$ cat src/design/bridge_pkg.sv
// Package: register map, field layout and decode types for the bridge window
package bridge_pkg;

	// Register indices as printed; byte address is four times the index
	localparam logic [7:0]  IDX_WINDOW_TOP   = 8'h26;
	localparam logic [7:0]  IDX_BRIDGE_CTRL  = 8'h3E;
	localparam logic [7:0]  IDX_WINDOW_BASE  = 8'h24;
	localparam logic [7:0]  IDX_IO_WINDOW    = 8'h1C;
	localparam logic [7:0]  IDX_IRQ_STATUS   = 8'h40;
	localparam logic [7:0]  IDX_IRQ_MASK     = 8'h41;
	localparam logic [7:0]  IDX_ERR_STATE    = 8'h42;
	localparam logic [9:0]  ADDR_WINDOW_TOP  = {IDX_WINDOW_TOP, 2'b00};
	localparam logic [9:0]  ADDR_BRIDGE_CTRL = {IDX_BRIDGE_CTRL, 2'b00};
	localparam logic [9:0]  ADDR_WINDOW_BASE = {IDX_WINDOW_BASE, 2'b00};
	localparam logic [9:0]  ADDR_IO_WINDOW   = {IDX_IO_WINDOW, 2'b00};
	localparam logic [9:0]  ADDR_IRQ_STATUS  = {IDX_IRQ_STATUS, 2'b00};
	localparam logic [9:0]  ADDR_IRQ_MASK    = {IDX_IRQ_MASK, 2'b00};
	localparam logic [9:0]  ADDR_ERR_STATE   = {IDX_ERR_STATE, 2'b00};

	// Reset values
	localparam logic [11:0] TOP_RESET        = 12'h000;
	localparam logic [11:0] BASE_RESET       = 12'hFFF;
	localparam logic [7:0]  IO_BASE_RESET    = 8'hFF;
	localparam logic [7:0]  IO_TOP_RESET     = 8'h00;
	localparam logic [4:0]  CTRL_RESET       = 5'h00;

	// Bridge control bit positions
	localparam int          BC_PARITY        = 0;
	localparam int          BC_ERRFWD        = 1;
	localparam int          BC_LEGACY        = 2;
	localparam int          BC_VIDEO         = 3;

	// Address decode constants
	localparam logic [19:0] LOW_ZERO         = 20'h00000;
	localparam logic [19:0] LOW_ONES         = 20'hFFFFF;
	localparam logic [11:0] IO_LOW_ZERO      = 12'h000;
	localparam logic [11:0] IO_LOW_ONES      = 12'hFFF;
	localparam logic [1:0]  ISA_LOW_QUARTER  = 2'b00;
	localparam logic [31:0] ALL_ONES         = 32'hFFFFFFFF;
	localparam logic [31:0] VGA_MEM_LO       = 32'h000A0000;
	localparam logic [31:0] VGA_MEM_HI       = 32'h000BFFFF;
	localparam logic [15:0] VGA_IO_LO0       = 16'h03B0;
	localparam logic [15:0] VGA_IO_HI0       = 16'h03BB;
	localparam logic [15:0] VGA_IO_LO1       = 16'h03C0;
	localparam logic [15:0] VGA_IO_HI1       = 16'h03DF;
	localparam logic [2:0]  IRQ_EVENTS       = 3'h7;

	// Processor request and route answer
	typedef struct packed {
		logic        valid;
		logic        is_io;
		logic        write;
		logic [31:0] addr;
	} cpu_req_t;

	typedef struct packed {
		logic        valid;
		logic        to_secondary;
		logic        prefetch;
		logic        video;
	} route_t;

	// Events arriving from the secondary link
	typedef struct packed {
		logic serr_msg;
		logic parity_err;
		logic other_err;
		logic master_abort;
	} link_evt_t;

endpackage

$ cat src/design/bridge_window_ctrl.sv
// Bridge prefetch window top, bridge control, routing and error forwarding
//
// Local design decision: register access over APB.
`timescale 1ns/1ps
`default_nettype none
//
// Summary of operation
// - Window top field bits 15:4, reset zero
// - Limit decode fills low bits with ones
// - Window top bits 3:0 read zero
// - Fast back-to-back bit reads zero
// - Secondary reset bit reads zero, no reset
// - Master abort: drop writes, reads return ones
// - Video enable routes VGA ranges to secondary
// - Legacy filter off: forward whole I/O window
// - Filter on: top 768 bytes of each 1 KB block go primary, except VGA ranges with video enable
// - Filter acts only inside I/O window
// - Error forward bit gates secondary SERR
// - Parity reported only with both enables
// - Other errors signalled regardless of parity bit
// - Base decode fills low bits with zeros

module bridge_window_ctrl
	import bridge_pkg::*;
(
	// Clock and reset
	input  wire logic       pclk,
	input  wire logic       presetn,
	// APB slave
	input  wire logic       psel,
	input  wire logic       penable,
	input  wire logic       pwrite,
	input  wire logic [9:0] paddr,
	input  wire logic [31:0] pwdata,
	input  wire logic [3:0] pstrb,
	output logic            pready,
	output logic [31:0]     prdata,
	output logic            pslverr,
	// Processor request, answered one cycle later
	input  wire cpu_req_t   cpu_req,
	output route_t          route,
	// Master abort read data for reads on the secondary link
	output logic [31:0]     abort_rdata,
	output logic            abort_drop,
	// Secondary link events, same clock domain
	input  wire link_evt_t  link_evt,
	// SERR message towards the primary link
	output logic            serr_primary,
	// Interrupt
	output logic            irq
);

	////////////////////////////////////////////////////////////////////////
	// Registers

	logic [11:0] prefetch_limit_field;
	logic [11:0] prefetch_base_field;
	logic [7:0]  io_window_base;
	logic [7:0]  io_window_top;
	logic        video_range_enable;
	logic        legacy_io_filter_enable;
	logic        error_forward_enable;
	logic        parity_report_enable;
	logic [2:0]  irq_status;
	logic [2:0]  irq_mask;
	logic        serr_seen;

	logic        wr_en;
	logic        addr_hit;
	logic [2:0]  evt_set;
	logic [31:0] next_prdata;

	// Access phase completes in the cycle it begins; no wait states
	assign wr_en = psel && penable && pwrite && pready;

	// Decode of mapped words
	always_comb begin
		case (paddr)
			ADDR_WINDOW_TOP, ADDR_BRIDGE_CTRL, ADDR_WINDOW_BASE,
			ADDR_IO_WINDOW, ADDR_IRQ_STATUS, ADDR_IRQ_MASK,
			ADDR_ERR_STATE: addr_hit = 1'b1;
			default:        addr_hit = 1'b0;
		endcase
	end

	// Ready rises on the setup cycle so the access phase ends at once
	always_ff @(posedge pclk or negedge presetn) begin
		if (!presetn) begin
			pready  <= 1'b0;
			pslverr <= 1'b0;
		end else begin
			pready  <= psel && !penable;
			pslverr <= psel && !penable && !addr_hit;
		end
	end

	// Window top and base; only 12 upper bits stored
	always_ff @(posedge pclk or negedge presetn) begin
		if (!presetn) begin
			prefetch_limit_field <= TOP_RESET;
			prefetch_base_field  <= BASE_RESET;
		end else if (wr_en && addr_hit) begin
			if (paddr == ADDR_WINDOW_TOP && pstrb[0])
				prefetch_limit_field[3:0] <= pwdata[7:4];
			if (paddr == ADDR_WINDOW_TOP && pstrb[1])
				prefetch_limit_field[11:4] <= pwdata[15:8];
			if (paddr == ADDR_WINDOW_BASE && pstrb[0])
				prefetch_base_field[3:0] <= pwdata[7:4];
			if (paddr == ADDR_WINDOW_BASE && pstrb[1])
				prefetch_base_field[11:4] <= pwdata[15:8];
		end
	end

	// I/O window, 4 KB granularity upper bits
	always_ff @(posedge pclk or negedge presetn) begin
		if (!presetn) begin
			io_window_base <= IO_BASE_RESET;
			io_window_top  <= IO_TOP_RESET;
		end else if (wr_en && paddr == ADDR_IO_WINDOW) begin
			if (pstrb[0])
				io_window_base <= pwdata[7:0];
			if (pstrb[1])
				io_window_top <= pwdata[15:8];
		end
	end

	// Bridge control; bits 7:4 are not stored and ignore writes
	always_ff @(posedge pclk or negedge presetn) begin
		if (!presetn) begin
			video_range_enable      <= CTRL_RESET[BC_VIDEO];
			legacy_io_filter_enable <= CTRL_RESET[BC_LEGACY];
			error_forward_enable    <= CTRL_RESET[BC_ERRFWD];
			parity_report_enable    <= CTRL_RESET[BC_PARITY];
		end else if (wr_en && paddr == ADDR_BRIDGE_CTRL && pstrb[0]) begin
			video_range_enable      <= pwdata[BC_VIDEO];
			legacy_io_filter_enable <= pwdata[BC_LEGACY];
			error_forward_enable    <= pwdata[BC_ERRFWD];
			parity_report_enable    <= pwdata[BC_PARITY];
		end
	end

	// Read mux; hardwired fields read zero
	always_comb begin
		next_prdata = '0;
		case (paddr)
			ADDR_WINDOW_TOP:  next_prdata[15:4] = prefetch_limit_field;
			ADDR_WINDOW_BASE: next_prdata[15:4] = prefetch_base_field;
			ADDR_IO_WINDOW:   next_prdata[15:0] = {io_window_top,
				io_window_base};
			ADDR_BRIDGE_CTRL: next_prdata[3:0] = {video_range_enable,
				legacy_io_filter_enable, error_forward_enable,
				parity_report_enable};
			ADDR_IRQ_STATUS:  next_prdata[2:0] = irq_status;
			ADDR_IRQ_MASK:    next_prdata[2:0] = irq_mask;
			ADDR_ERR_STATE:   next_prdata[0] = serr_seen;
			default:          next_prdata = '0;
		endcase
	end

	// Data captured with ready so it is valid in the access phase
	always_ff @(posedge pclk or negedge presetn) begin
		if (!presetn)
			prdata <= '0;
		else if (psel && !penable && !pwrite)
			prdata <= next_prdata;
	end

	////////////////////////////////////////////////////////////////////////
	// Address routing

	logic [31:0] pf_lo;
	logic [31:0] pf_hi;
	logic [15:0] io_lo;
	logic [15:0] io_hi;
	logic [15:0] io_addr;
	logic        in_prefetch;
	logic        in_io;
	logic        isa_alias;
	logic        vga_hit;

	assign pf_lo   = {prefetch_base_field, LOW_ZERO};
	assign pf_hi   = {prefetch_limit_field, LOW_ONES};
	assign io_lo   = {io_window_base[7:4], IO_LOW_ZERO};
	assign io_hi   = {io_window_top[7:4], IO_LOW_ONES};
	assign io_addr = cpu_req.addr[15:0];

	// Inclusive compare at both ends
	assign in_prefetch = !cpu_req.is_io && cpu_req.addr >= pf_lo
		&& cpu_req.addr <= pf_hi;
	assign in_io = cpu_req.is_io && io_addr >= io_lo && io_addr <= io_hi;
	// Upper three quarters of each 1 KB block belong to ISA aliases
	assign isa_alias = io_addr[9:8] != ISA_LOW_QUARTER;
	assign vga_hit = video_range_enable && (cpu_req.is_io
		? ((io_addr >= VGA_IO_LO0 && io_addr <= VGA_IO_HI0)
		|| (io_addr >= VGA_IO_LO1 && io_addr <= VGA_IO_HI1))
		: (cpu_req.addr >= VGA_MEM_LO && cpu_req.addr <= VGA_MEM_HI));

	// Filter only trims the window; outside it nothing changes
	always_ff @(posedge pclk or negedge presetn) begin
		if (!presetn) begin
			route <= '0;
		end else begin
			route.valid        <= cpu_req.valid;
			route.prefetch     <= cpu_req.valid && in_prefetch;
			route.video        <= cpu_req.valid && vga_hit;
			route.to_secondary <= cpu_req.valid && (vga_hit || in_prefetch
				|| (in_io && !(legacy_io_filter_enable && isa_alias)));
		end
	end

	////////////////////////////////////////////////////////////////////////
	// Master abort handling on the secondary link

	// Writes dropped, reads return all ones; mode is not selectable
	always_ff @(posedge pclk or negedge presetn) begin
		if (!presetn) begin
			abort_rdata <= '0;
			abort_drop  <= 1'b0;
		end else begin
			abort_drop  <= link_evt.master_abort;
			abort_rdata <= link_evt.master_abort ? ALL_ONES : '0;
		end
	end

	////////////////////////////////////////////////////////////////////////
	// Error forwarding and interrupts

	// Parity needs both enables; other errors always forward
	always_ff @(posedge pclk or negedge presetn) begin
		if (!presetn)
			serr_primary <= 1'b0;
		else
			serr_primary <= (link_evt.serr_msg && error_forward_enable)
				|| (link_evt.parity_err && parity_report_enable
				&& error_forward_enable)
				|| link_evt.other_err;
	end

	assign evt_set = {link_evt.master_abort, link_evt.parity_err,
		link_evt.serr_msg};

	// Sticky status, write one to clear; a new event wins
	always_ff @(posedge pclk or negedge presetn) begin
		if (!presetn)
			irq_status <= '0;
		else if (wr_en && paddr == ADDR_IRQ_STATUS && pstrb[0])
			irq_status <= (irq_status & ~pwdata[2:0]) | evt_set;
		else
			irq_status <= irq_status | evt_set;
	end

	always_ff @(posedge pclk or negedge presetn) begin
		if (!presetn)
			irq_mask <= '0;
		else if (wr_en && paddr == ADDR_IRQ_MASK && pstrb[0])
			irq_mask <= pwdata[2:0] & IRQ_EVENTS;
	end

	// Record that an SERR was sent, cleared by writing one
	always_ff @(posedge pclk or negedge presetn) begin
		if (!presetn)
			serr_seen <= 1'b0;
		else if (serr_primary)
			serr_seen <= 1'b1;
		else if (wr_en && paddr == ADDR_ERR_STATE && pstrb[0] && pwdata[0])
			serr_seen <= 1'b0;
	end

	// Level output from a flop; one cycle behind status
	always_ff @(posedge pclk or negedge presetn) begin
		if (!presetn)
			irq <= 1'b0;
		else
			irq <= |(irq_status & irq_mask);
	end

endmodule
`default_nettype wire

$ cat config.mk
export PLATFORM = sky130hd
export DESIGN_NAME = bridge_window_ctrl
export DESIGN_NICKNAME = d
export VERILOG_FILES = /design/src/design/bridge_pkg.sv /design/src/design/bridge_window_ctrl.sv
export SDC_FILE = /design/constraint.sdc
export NUM_CORES = 1
export LEC_CHECK = 0
export BUFFER_PORTS_ARGS = -buffer_cell sky130_fd_sc_hd__clkbuf_2
export CAP_MARGIN = 20
export CELL_PAD_IN_SITES_DETAIL_PLACEMENT = 0
export CELL_PAD_IN_SITES_GLOBAL_PLACEMENT = 1
export CORE_MARGIN = 4
export CORE_UTILIZATION = 41
export DETAILED_ROUTE_END_ITERATION = 8
export GPL_ROUTABILITY_DRIVEN = 0
export PLACE_DENSITY_LB_ADDON = 0.2
export RECOVER_POWER = 25
export SYNTH_ARGS = -nofsm -noshare
export SYNTH_HDL_FRONTEND = slang
export SYNTH_SLANG_ARGS = --single-unit
$ cat constraint.sdc
create_clock -name pclk -period 3.66 [get_ports pclk]
set_input_delay 0.366 -clock pclk [delete_from_list [all_inputs] [get_ports pclk]]
set_output_delay 0.366 -clock pclk [all_outputs]
set_load 0.02 [all_outputs]
==> results.yml, run 1 <==
status:
  status: "finished clean"
logic_synthesis:
  synthAdderAreaFrac: 0.0856
  synth_compound_area_frac: 0.143
  yosys.area_share.simple: 0.175
  synthFlopType: "dfrtp_1"
  syn_inst: 466
  synth_area_um2: 4680
  synth_top_family_by_area: "simple AND/OR/NAND/NOR gates"
  postSynth.asyncResetShare: 1.00
  yosysWarnings: 0
  synth.ff_latch_count: 76
  synth_xor_area_frac: 0
  avgSynthCellArea_um2: 10.0
  seq_area_frac_synth: 0.412
  synth_edf_count: 0
  synthMuxAreaShare: 0.0599
  synth_cell_types: 60
power_and_ir_drop:
  p_leak_nw: 2.55
  powerDensity_nw_per_um2: 348
  ir_worst_vdd_uv: 170
setup_path:
  crit_chain: "inv_1 -> ha_1 -> a211oi_1 -> o21ai_0 -> a2111oi_0 -> nor3_1 -> o211ai_1"
  slowest_delay_ns: 0.57
  endpoint_kind: "register"
  cp_max_fo: 2
  cpMaxStageDelayCell: "a2111oi_0"
  cp-start-kind: "register"
  cp_num_buf_inv: 1
  crit_required_ns: 3.90
  crit_family: "compound AO/OA/AOI/OAI gates"
  critPathKind: "reg -> reg"
  cp.arrival_ns: 2.42
min_path:
  worstHoldPathType: "in -> reg"
drt:
  drtIter0Drc: 202
  drc_errors: 0
  drt-total-wl_mm: 12.2
  vias: 3836
  dr.pass1.iters: 5
  ant_nets: 0
  via_per_inst: 5.40
  avgRoutedWirePerCell_um: 17.1
layout:
  utilization: 0.490
  postLayoutCellArea_um2: 5380
  antenna_cells: 0
  area_growth_pct: 14.9
  layout.nets: 688
  drive_gt1_frac: 0.315
  final_cells: 711
  fillers: 1054
grt:
  grt_overflow: 0
  grt_util_all_layers: 0.188
  grt_pass1_wl_mm: 19.4
  antenna_found_initial: 0
  first_global_vias: 3737
  grt_max_degree: 61
cts:
  clock_path_buffers: 2
  clk_latency_ns: 0.33
  cts-resized-gates: 0
  cts_tree: "built"
  cts_hold_buffers: 1
  cts_sinks: 76
  h-tree-depth: 3
  clock-root-buffer: "clkbuf_16"
  path_clk_slew_ns: 0.06
  cts_setup_buffers: 0
  numCtsBuffers: 9
job:
  maxCapViolations: 0
timing:
  fmax_mhz: 459
  worst_pin_slew_ns: 0.880
  finalWorstSetupSlack_ns: 1.48
  slew_headroom: 0.414
  finalCriticalPeriod_ns: 2.18
  hold_violations: 0
  drv_slew: 0
  fin_setup_tns_ns: 0
  period_share: 0.596
  setup_viol: 0
  finalClockSkew_ns: 0.00521
  rsz0062_at_grt: "false"
die:
  rows: 38
  num_io_pins: 163
  die_area_um2: 13200
  die_width_um: 115
  core_region_area_um2: 11000
  start_util: 0.426
  die_h_um: 115
place:
  placed_cells: 694
  hpwlAfterDp_mm: 9.60
  placedInstanceArea_um2: 5140
  port_buffers: 127
  preCtsSetupSlack_ns: 1.30
[flip-flops by register name (all words and copies together), names as in the netlist, 3 cells and up]
register and count:
io_window_top 8, prefetch_limit_field 12, route 4, prdata 16, io_window_base 8, irq_mask 3
prefetch_base_field 12, irq_status 3
[synthesized netlist by cell type (15+ instances only)]
cell      number  area share
buf_4         48       0.077
dfstp_2       20        0.11
dfrtp_1       56        0.30
o21ai_1       15       0.016
inv_1         37       0.030
o21ai_0       31       0.033
ha_1          32       0.086
nand2_1       54       0.043
a222oi_1      15       0.032
mux2_2        22       0.053
nor2_1        15       0.012
[final cells by class]
| class | instances | area (um2) | area share |
|---|---|---|---|
| Multi-Input combinational cell | 310 | 2230 | 0.414 |
| Sequential cell | 76 | 1930 | 0.358 |
| Timing Repair Buffer | 132 | 641 | 0.119 |
| Clock buffer | 10 | 229 | 0.0426 |
| Tap cell | 140 | 175 | 0.0326 |
| Inverter | 37 | 139 | 0.0258 |
| Clock inverter | 6 | 41.3 | 0.00768 |
[logic make-up after synthesis]
kind of cell    count (synthesis)
compound gates                100
fa+ha+maj                      32
buf+inv                        95
flops                          76
mux                            25
other cells                     1
simple gates                  137
[report_power, final]
group / switching (mW) / internal, mW / leakage, nW
clock network: 0.346 / 0.457 / 0.124
registers: 0.00748 / 0.849 / 0.894
logic: 0.146 / 0.0689 / 1.54
[per-layer routing]
| layer | up-vias | GRT usage | share of wire |
|---|---|---|---|
| met1 | 1859 | 0.259 | 0.44 |
| met5 | - | 0 | 0 |
| li1 | 1818 | - | - |
| met2 | 144 | 0.303 | 0.46 |
| met3 | 15 | 0.0316 | 0.076 |
| met4 | 0 | 0.0579 | 0.017 |
[cell usage in the layout (no fill, tap or decap), types with 4 or more instances in the layout]
| cell type | count |
|---|---|
| clkbuf_2 | 99 |
| dfrtp_1 | 56 |
| nand2_1 | 55 |
| inv_1 | 37 |
| ha_1 | 32 |
| o21ai_0 | 31 |
| clkbuf_1 | 29 |
| mux2_2 | 22 |
| dfstp_2 | 20 |
| conb_1 | 16 |
| a222oi_1 | 15 |
| nor2_1 | 15 |
| o21ai_1 | 15 |
| clkbuf_16 | 9 |
| nand4_1 | 8 |
| nor3_1 | 8 |
| a21oi_1 | 8 |
| a21o_1 | 7 |
| nand3_1 | 7 |
| nor4_1 | 7 |
| nand2b_1 | 4 |
| buf_4 | 4 |
[worst paths after layout]
check,end,slack (ns),from,depth (start not counted)
max,route[2],1.48,prefetch_limit_field[9],7
min,abort_rdata[30],0.17,link_evt[0],1
max reg2reg,route[2],1.48,prefetch_limit_field[9],7
min reg2reg,prdata[15],0.48,prdata[15],2
max in group asynchronous,prefetch_limit_field[10],1.70,presetn,3
min in group asynchronous,abort_rdata[30],0.66,presetn,2
[metrics by stage]
stage               power (mW)  hold slack, ns
finish                    1.87           0.166
global route              1.96           0.170
CTS                       1.90           0.154
detailed placement        1.09           0.308
global placement          1.09           0.304
floorplan                 1.01          0.0704
Note: power is estimated with default switching activity, not from simulation.
==> run 2: changes to the inputs <==
--- a/config.mk
+++ b/config.mk
@@ -10,7 +10,7 @@
 export CELL_PAD_IN_SITES_DETAIL_PLACEMENT = 0
 export CELL_PAD_IN_SITES_GLOBAL_PLACEMENT = 1
 export CORE_MARGIN = 4
-export CORE_UTILIZATION = 41
+export CORE_UTILIZATION = 38
 export DETAILED_ROUTE_END_ITERATION = 8
 export GPL_ROUTABILITY_DRIVEN = 0
 export PLACE_DENSITY_LB_ADDON = 0.2
==> constraint.sdc (replaced) <==
create_clock -name pclk -period 2.2 [get_ports pclk]
set_input_delay 0.22 -clock pclk [delete_from_list [all_inputs] [get_ports pclk]]
set_output_delay 0.22 -clock pclk [all_outputs]
set_load 0.02 [all_outputs]
==> results.yml, run 2 (synthesis gave the netlist of run 1 again) <==
drt:
  vias: 3824
  ant_nets: 0
  drt-total-wl_mm: 12.4
  drtIter0Drc: 203
  drc_errors: 0
  dr.pass1.iters: 5
  avgRoutedWirePerCell_um: 17.0
  via_per_inst: 5.25
timing:
  rsz0062_at_grt: "false"
  worst_pin_slew_ns: 0.949
  whs_ns: 0.0223
  finalCriticalPeriod_ns: 2.06
  finalClockSkew_ns: 0.00505
  fmax_mhz: 486
  finalWorstSetupSlack_ns: 0.143
  setup_viol: 0
  period_share: 0.935
  slew_headroom: 0.367
  hold_violations: 0
  drv_slew: 0
  fin_setup_tns_ns: 0
setup_path:
  crit_required_ns: 2.45
  cp.arrival_ns: 2.30
  endpoint_kind: "register"
  cp-start-kind: "register"
  worstSetupStartpoint: "prefetch_base_field[7]"
  rr_worst_depth: 7
  regToRegSetupSlack_ns: 0.14
  r2r-end: "route[2]"
  cp_max_fo: 4
  critPathKind: "reg -> reg"
  timing.rr.start: "prefetch_base_field[7]"
cts:
  cts_sinks: 76
  clk_latency_ns: 0.33
  clock_path_buffers: 2
  clock-root-buffer: "clkbuf_16"
  path_clk_slew_ns: 0.06
  numCtsBuffers: 9
  cts_tree: "built"
  h-tree-depth: 3
place:
  preCtsSetupSlack_ns: 0.106
  port_buffers: 127
  placed_cells: 711
  hpwlAfterDp_mm: 10.0
grt:
  grt_overflow: 0
  grt_pass1_wl_mm: 19.9
  grt_util_all_layers: 0.177
  grt_max_degree: 41
  antenna_found_initial: 0
  first_global_vias: 3757
job:
  maxCapViolations: 0
min_path:
  hold_depth: 1
  worstHoldPathType: "in -> reg"
  hp-start: "link_evt[0]"
  hold-path-endpoint: "abort_rdata[30]"
die:
  num_io_pins: 163
  die_h_um: 119
  die_width_um: 119
  core_region_area_um2: 12000
  die_area_um2: 14200
  start_util: 0.390
  rows: 40
layout:
  drive_gt1_frac: 0.365
  largestRegisters: "prdata x16, prefetch_base_field x12, prefetch_limit_field x12"
  antenna_cells: 0
  fillers: 1178
  final_cells: 728
  multiInputGateArea_um2: 2240
  layout.nets: 698
  ff_latch_area_um2: 1930
  area_growth_pct: 18.0
  layout_common_cells: "clkbuf_2 (120), dfrtp_1 (56), nand2_1 (54)"
  largest_register_ffs: 16
  mostFrequentLayoutCell: "clkbuf_2"
  max_flop_register: "prdata"
power_and_ir_drop:
  p_leak_nw: 2.69
  ir_worst_vdd_uv: 327
  powerDensity_nw_per_um2: 577
status:
  status: "finished clean"
## run 2: per-stage QoR
step / util / cell area (um2) / total power, mW
floorplan: - / 4740 / 1.68
global placement: 0.437 / 5250 / 1.81
detailed placement: 0.437 / 5250 / 1.82
CTS: 0.461 / 5540 / 3.23
global route: 0.460 / 5520 / 3.33
finish: 0.460 / 5520 / 3.19
## run 2: final cells by class
class,instances,share of cell area
Multi-Input combinational cell,310,0.405
Sequential cell,76,0.349
Timing Repair Buffer,142,0.137
Clock buffer,13,0.0471
Tap cell,147,0.0333
Inverter,37,0.0251
Clock inverter,3,0.00385
## run 2: layer usage
metal / vias to the layer above / track usage / share of wire / wire length [um]
met4: 0 / 0.0398 / 0.0078 / 97
met5: - / 0 / 0 / 0
met3: 9 / 0.0418 / 0.067 / 832
met2: 131 / 0.290 / 0.47 / 5890
met1: 1836 / 0.238 / 0.45 / 5590
li1: 1848 / - / - / -
## run 2: how the worst max path moves through the flow
stage | endpoint | cells after the start
global placement | route[2] | 7
floorplan | route[2] | 7
global route | route[2] | 7
detailed placement | route[2] | 7
finish | route[2] | 7
CTS | route[2] | 7
## run 2: what timing repair did
| item | in CTS | in global routing |
|---|---|---|
| hold endpoints to repair | 24 | 0 |
| setup buffers | 0 | 0 |
| hold buffers | 1 | 0 |
| setup endpoints to repair | 0 | 1 |
| gates resized for setup | 0 | 2 |
## run 2: worst max-delay path: stages, from the launching register on
cell and delay (ns):
dfstp_2 0.53, inv_1 0.05, ha_1 0.32, o2111ai_1 0.13
a311oi_1 0.48, o21a_1 0.16, o21ai_0 0.12, o211ai_1 0.19
## run 2: report_power, final
part	internal, mW	switching (mW)	total [mW]
clock network	0.827	0.572	1.40
logic	0.122	0.243	0.365
registers	1.41	0.0124	1.42
==> run 3: changes to the inputs <==
==> constraint.sdc (replaced) <==
create_clock -name pclk -period 2.3 [get_ports pclk]
set_input_delay 0.23 -clock pclk [delete_from_list [all_inputs] [get_ports pclk]]
set_output_delay 0.23 -clock pclk [all_outputs]
set_load 0.02 [all_outputs]
==> results.yml, run 3 (synthesis gave the netlist of run 1 again) <==
layout:
  largestRegisters: "prdata x16, prefetch_base_field x12, prefetch_limit_field x12"
  max_flop_register: "prdata"
  layout_common_cells: "clkbuf_2 (124), dfrtp_1 (56), nand2_1 (54)"
  largest_register_ffs: 16
  final_cells: 723
  layout.nets: 693
  mostFrequentLayoutCell: "clkbuf_2"
  drive_gt1_frac: 0.368
  antenna_cells: 0
  area_growth_pct: 17.4
setup_path:
  cp_max_fo: 2
  worstSetupStartpoint: "prefetch_limit_field[9]"
  crit_required_ns: 2.55
  critPathKind: "reg -> reg"
  endpoint_kind: "register"
  cpMaxStageDelayCell: "a2111oi_0"
  crit_chain: "inv_1 -> ha_1 -> a211oi_1 -> o21ai_0 -> a2111oi_0 -> nor3_1 -> o211ai_1"
  rr_worst_depth: 7
  cp-start-kind: "register"
  cp.arrival_ns: 2.32
  r2r-end: "route[2]"
  regToRegSetupSlack_ns: 0.23
  slowest_delay_ns: 0.51
  timing.rr.start: "prefetch_limit_field[9]"
cts:
  numCtsBuffers: 9
  clock-root-buffer: "clkbuf_16"
  cts_tree: "built"
  cts_sinks: 76
  path_clk_slew_ns: 0.07
  clock_path_buffers: 2
  clk_latency_ns: 0.33
  h-tree-depth: 3
min_path:
  worstHoldPathType: "in -> reg"
  hold_depth: 1
  hold-path-endpoint: "abort_rdata[30]"
  hp-start: "link_evt[0]"
grt:
  first_global_vias: 3690
  antenna_found_initial: 0
  grt_max_degree: 44
  grt_pass1_wl_mm: 19.7
  grt_util_all_layers: 0.175
  grt_overflow: 0
drt:
  via_per_inst: 5.28
  avgRoutedWirePerCell_um: 17.2
  vias: 3814
  dr.pass1.iters: 5
  drt-total-wl_mm: 12.4
  drtIter0Drc: 163
  drc_errors: 0
  ant_nets: 0
place:
  placed_cells: 706
  port_buffers: 127
  hpwlAfterDp_mm: 10.0
status:
  status: "finished clean"
power_and_ir_drop:
  internal-power_mw: 2.32
  sw_frac_of_total: 0.266
  power_frac_comb: 0.109
  powerDensity_nw_per_um2: 575
  seqPwrFrac: 0.431
  ir_worst_vdd_uv: 305
  clkPwrFrac: 0.459
  p_switching_mw: 0.839
  p_leak_nw: 2.68
timing:
  worst_pin_slew_ns: 0.865
  period_share: 0.899
  hold_violations: 0
  rsz0062_at_grt: "false"
  whs_ns: 0.0300
  fmax_mhz: 483
  finalCriticalPeriod_ns: 2.07
  setup_viol: 0
  fin_setup_tns_ns: 0
  finalClockSkew_ns: 0.00835
  drv_slew: 0
  slew_headroom: 0.423
job:
  maxCapViolations: 0
die:
  rows: 40
  die_width_um: 119
  start_util: 0.390
  die_h_um: 119
  num_io_pins: 163
  core_region_area_um2: 12000
  die_area_um2: 14200
==> run 3: changes by cell type in the layout (fill, tap and decap cells not counted), moves of 2 or more <==
cell        delta
clkbuf_2       +4
clkbuf_1       -6
clkbuf_8       -2
clkinvlp_4     +2
buf_4          -4
inv_6          +2
==> run 3: routing by layer <==
| metal | share of wire | global-route usage |
|---|---|---|
| met1 | 0.46 | 0.239 |
| met2 | 0.47 | 0.280 |
| met3 | 0.055 | 0.0318 |
| met4 | 0.017 | 0.0637 |
| met5 | 0 | 0 |
==> run 3: layout make-up <==
class                      count  area, um2
fill                        1167       6520
multi-input combinational    310       2230
sequential                    76       1930
timing repair buffer         137        709
clock buffer                   9        225
tap                          147        184
inverter                      37        139
clock inverter                 7       81.3
==> run 3: worst max-delay path by stage <==
stage               slack [ns]        to
global route              0.02  route[2]
floorplan                 0.57  route[2]
global placement          0.23  route[2]
detailed placement        0.23  route[2]
CTS                       0.20  route[2]
finish                    0.23  route[2]
==> run 3: critical path, delay by kind of cell (launching register included) <==
family,cells,cell delay [ns]
compound gates,4,1.09
fa+ha+maj,1,0.24
buf+inv,1,0.08
flops,1,0.38
simple gates,1,0.20
==> run 3: metrics by stage <==
stage	total power, mW	worst slack, ns	instance area [um2]	util
3_5_place_dp	1.74	0.227	5200	0.433
6_report	3.16	0.231	5500	0.458
3_3_place_gp	1.73	0.231	5200	0.433
2_1_floorplan	1.61	0.566	4740	-
4_1_cts	3.20	0.200	5510	0.459
5_1_grt	3.30	0.0242	5500	0.458
==> run 3: power by group through the flow <==
stage	combinational [mW]	clock (mW)	sequential [mW]
6_report	0.346	1.45	1.36
5_1_grt	0.381	1.55	1.36
4_1_cts	0.355	1.48	1.36
3_5_place_dp	0.353	0	1.39
3_3_place_gp	0.348	0	1.39
2_1_floorplan	0.208	0	1.40
==> run 3: what timing repair did <==
item,CTS,global route
resized for setup,0,0
hold buffers,1,0
buffers inserted,0,0
endpoints found under the hold margin,22,0
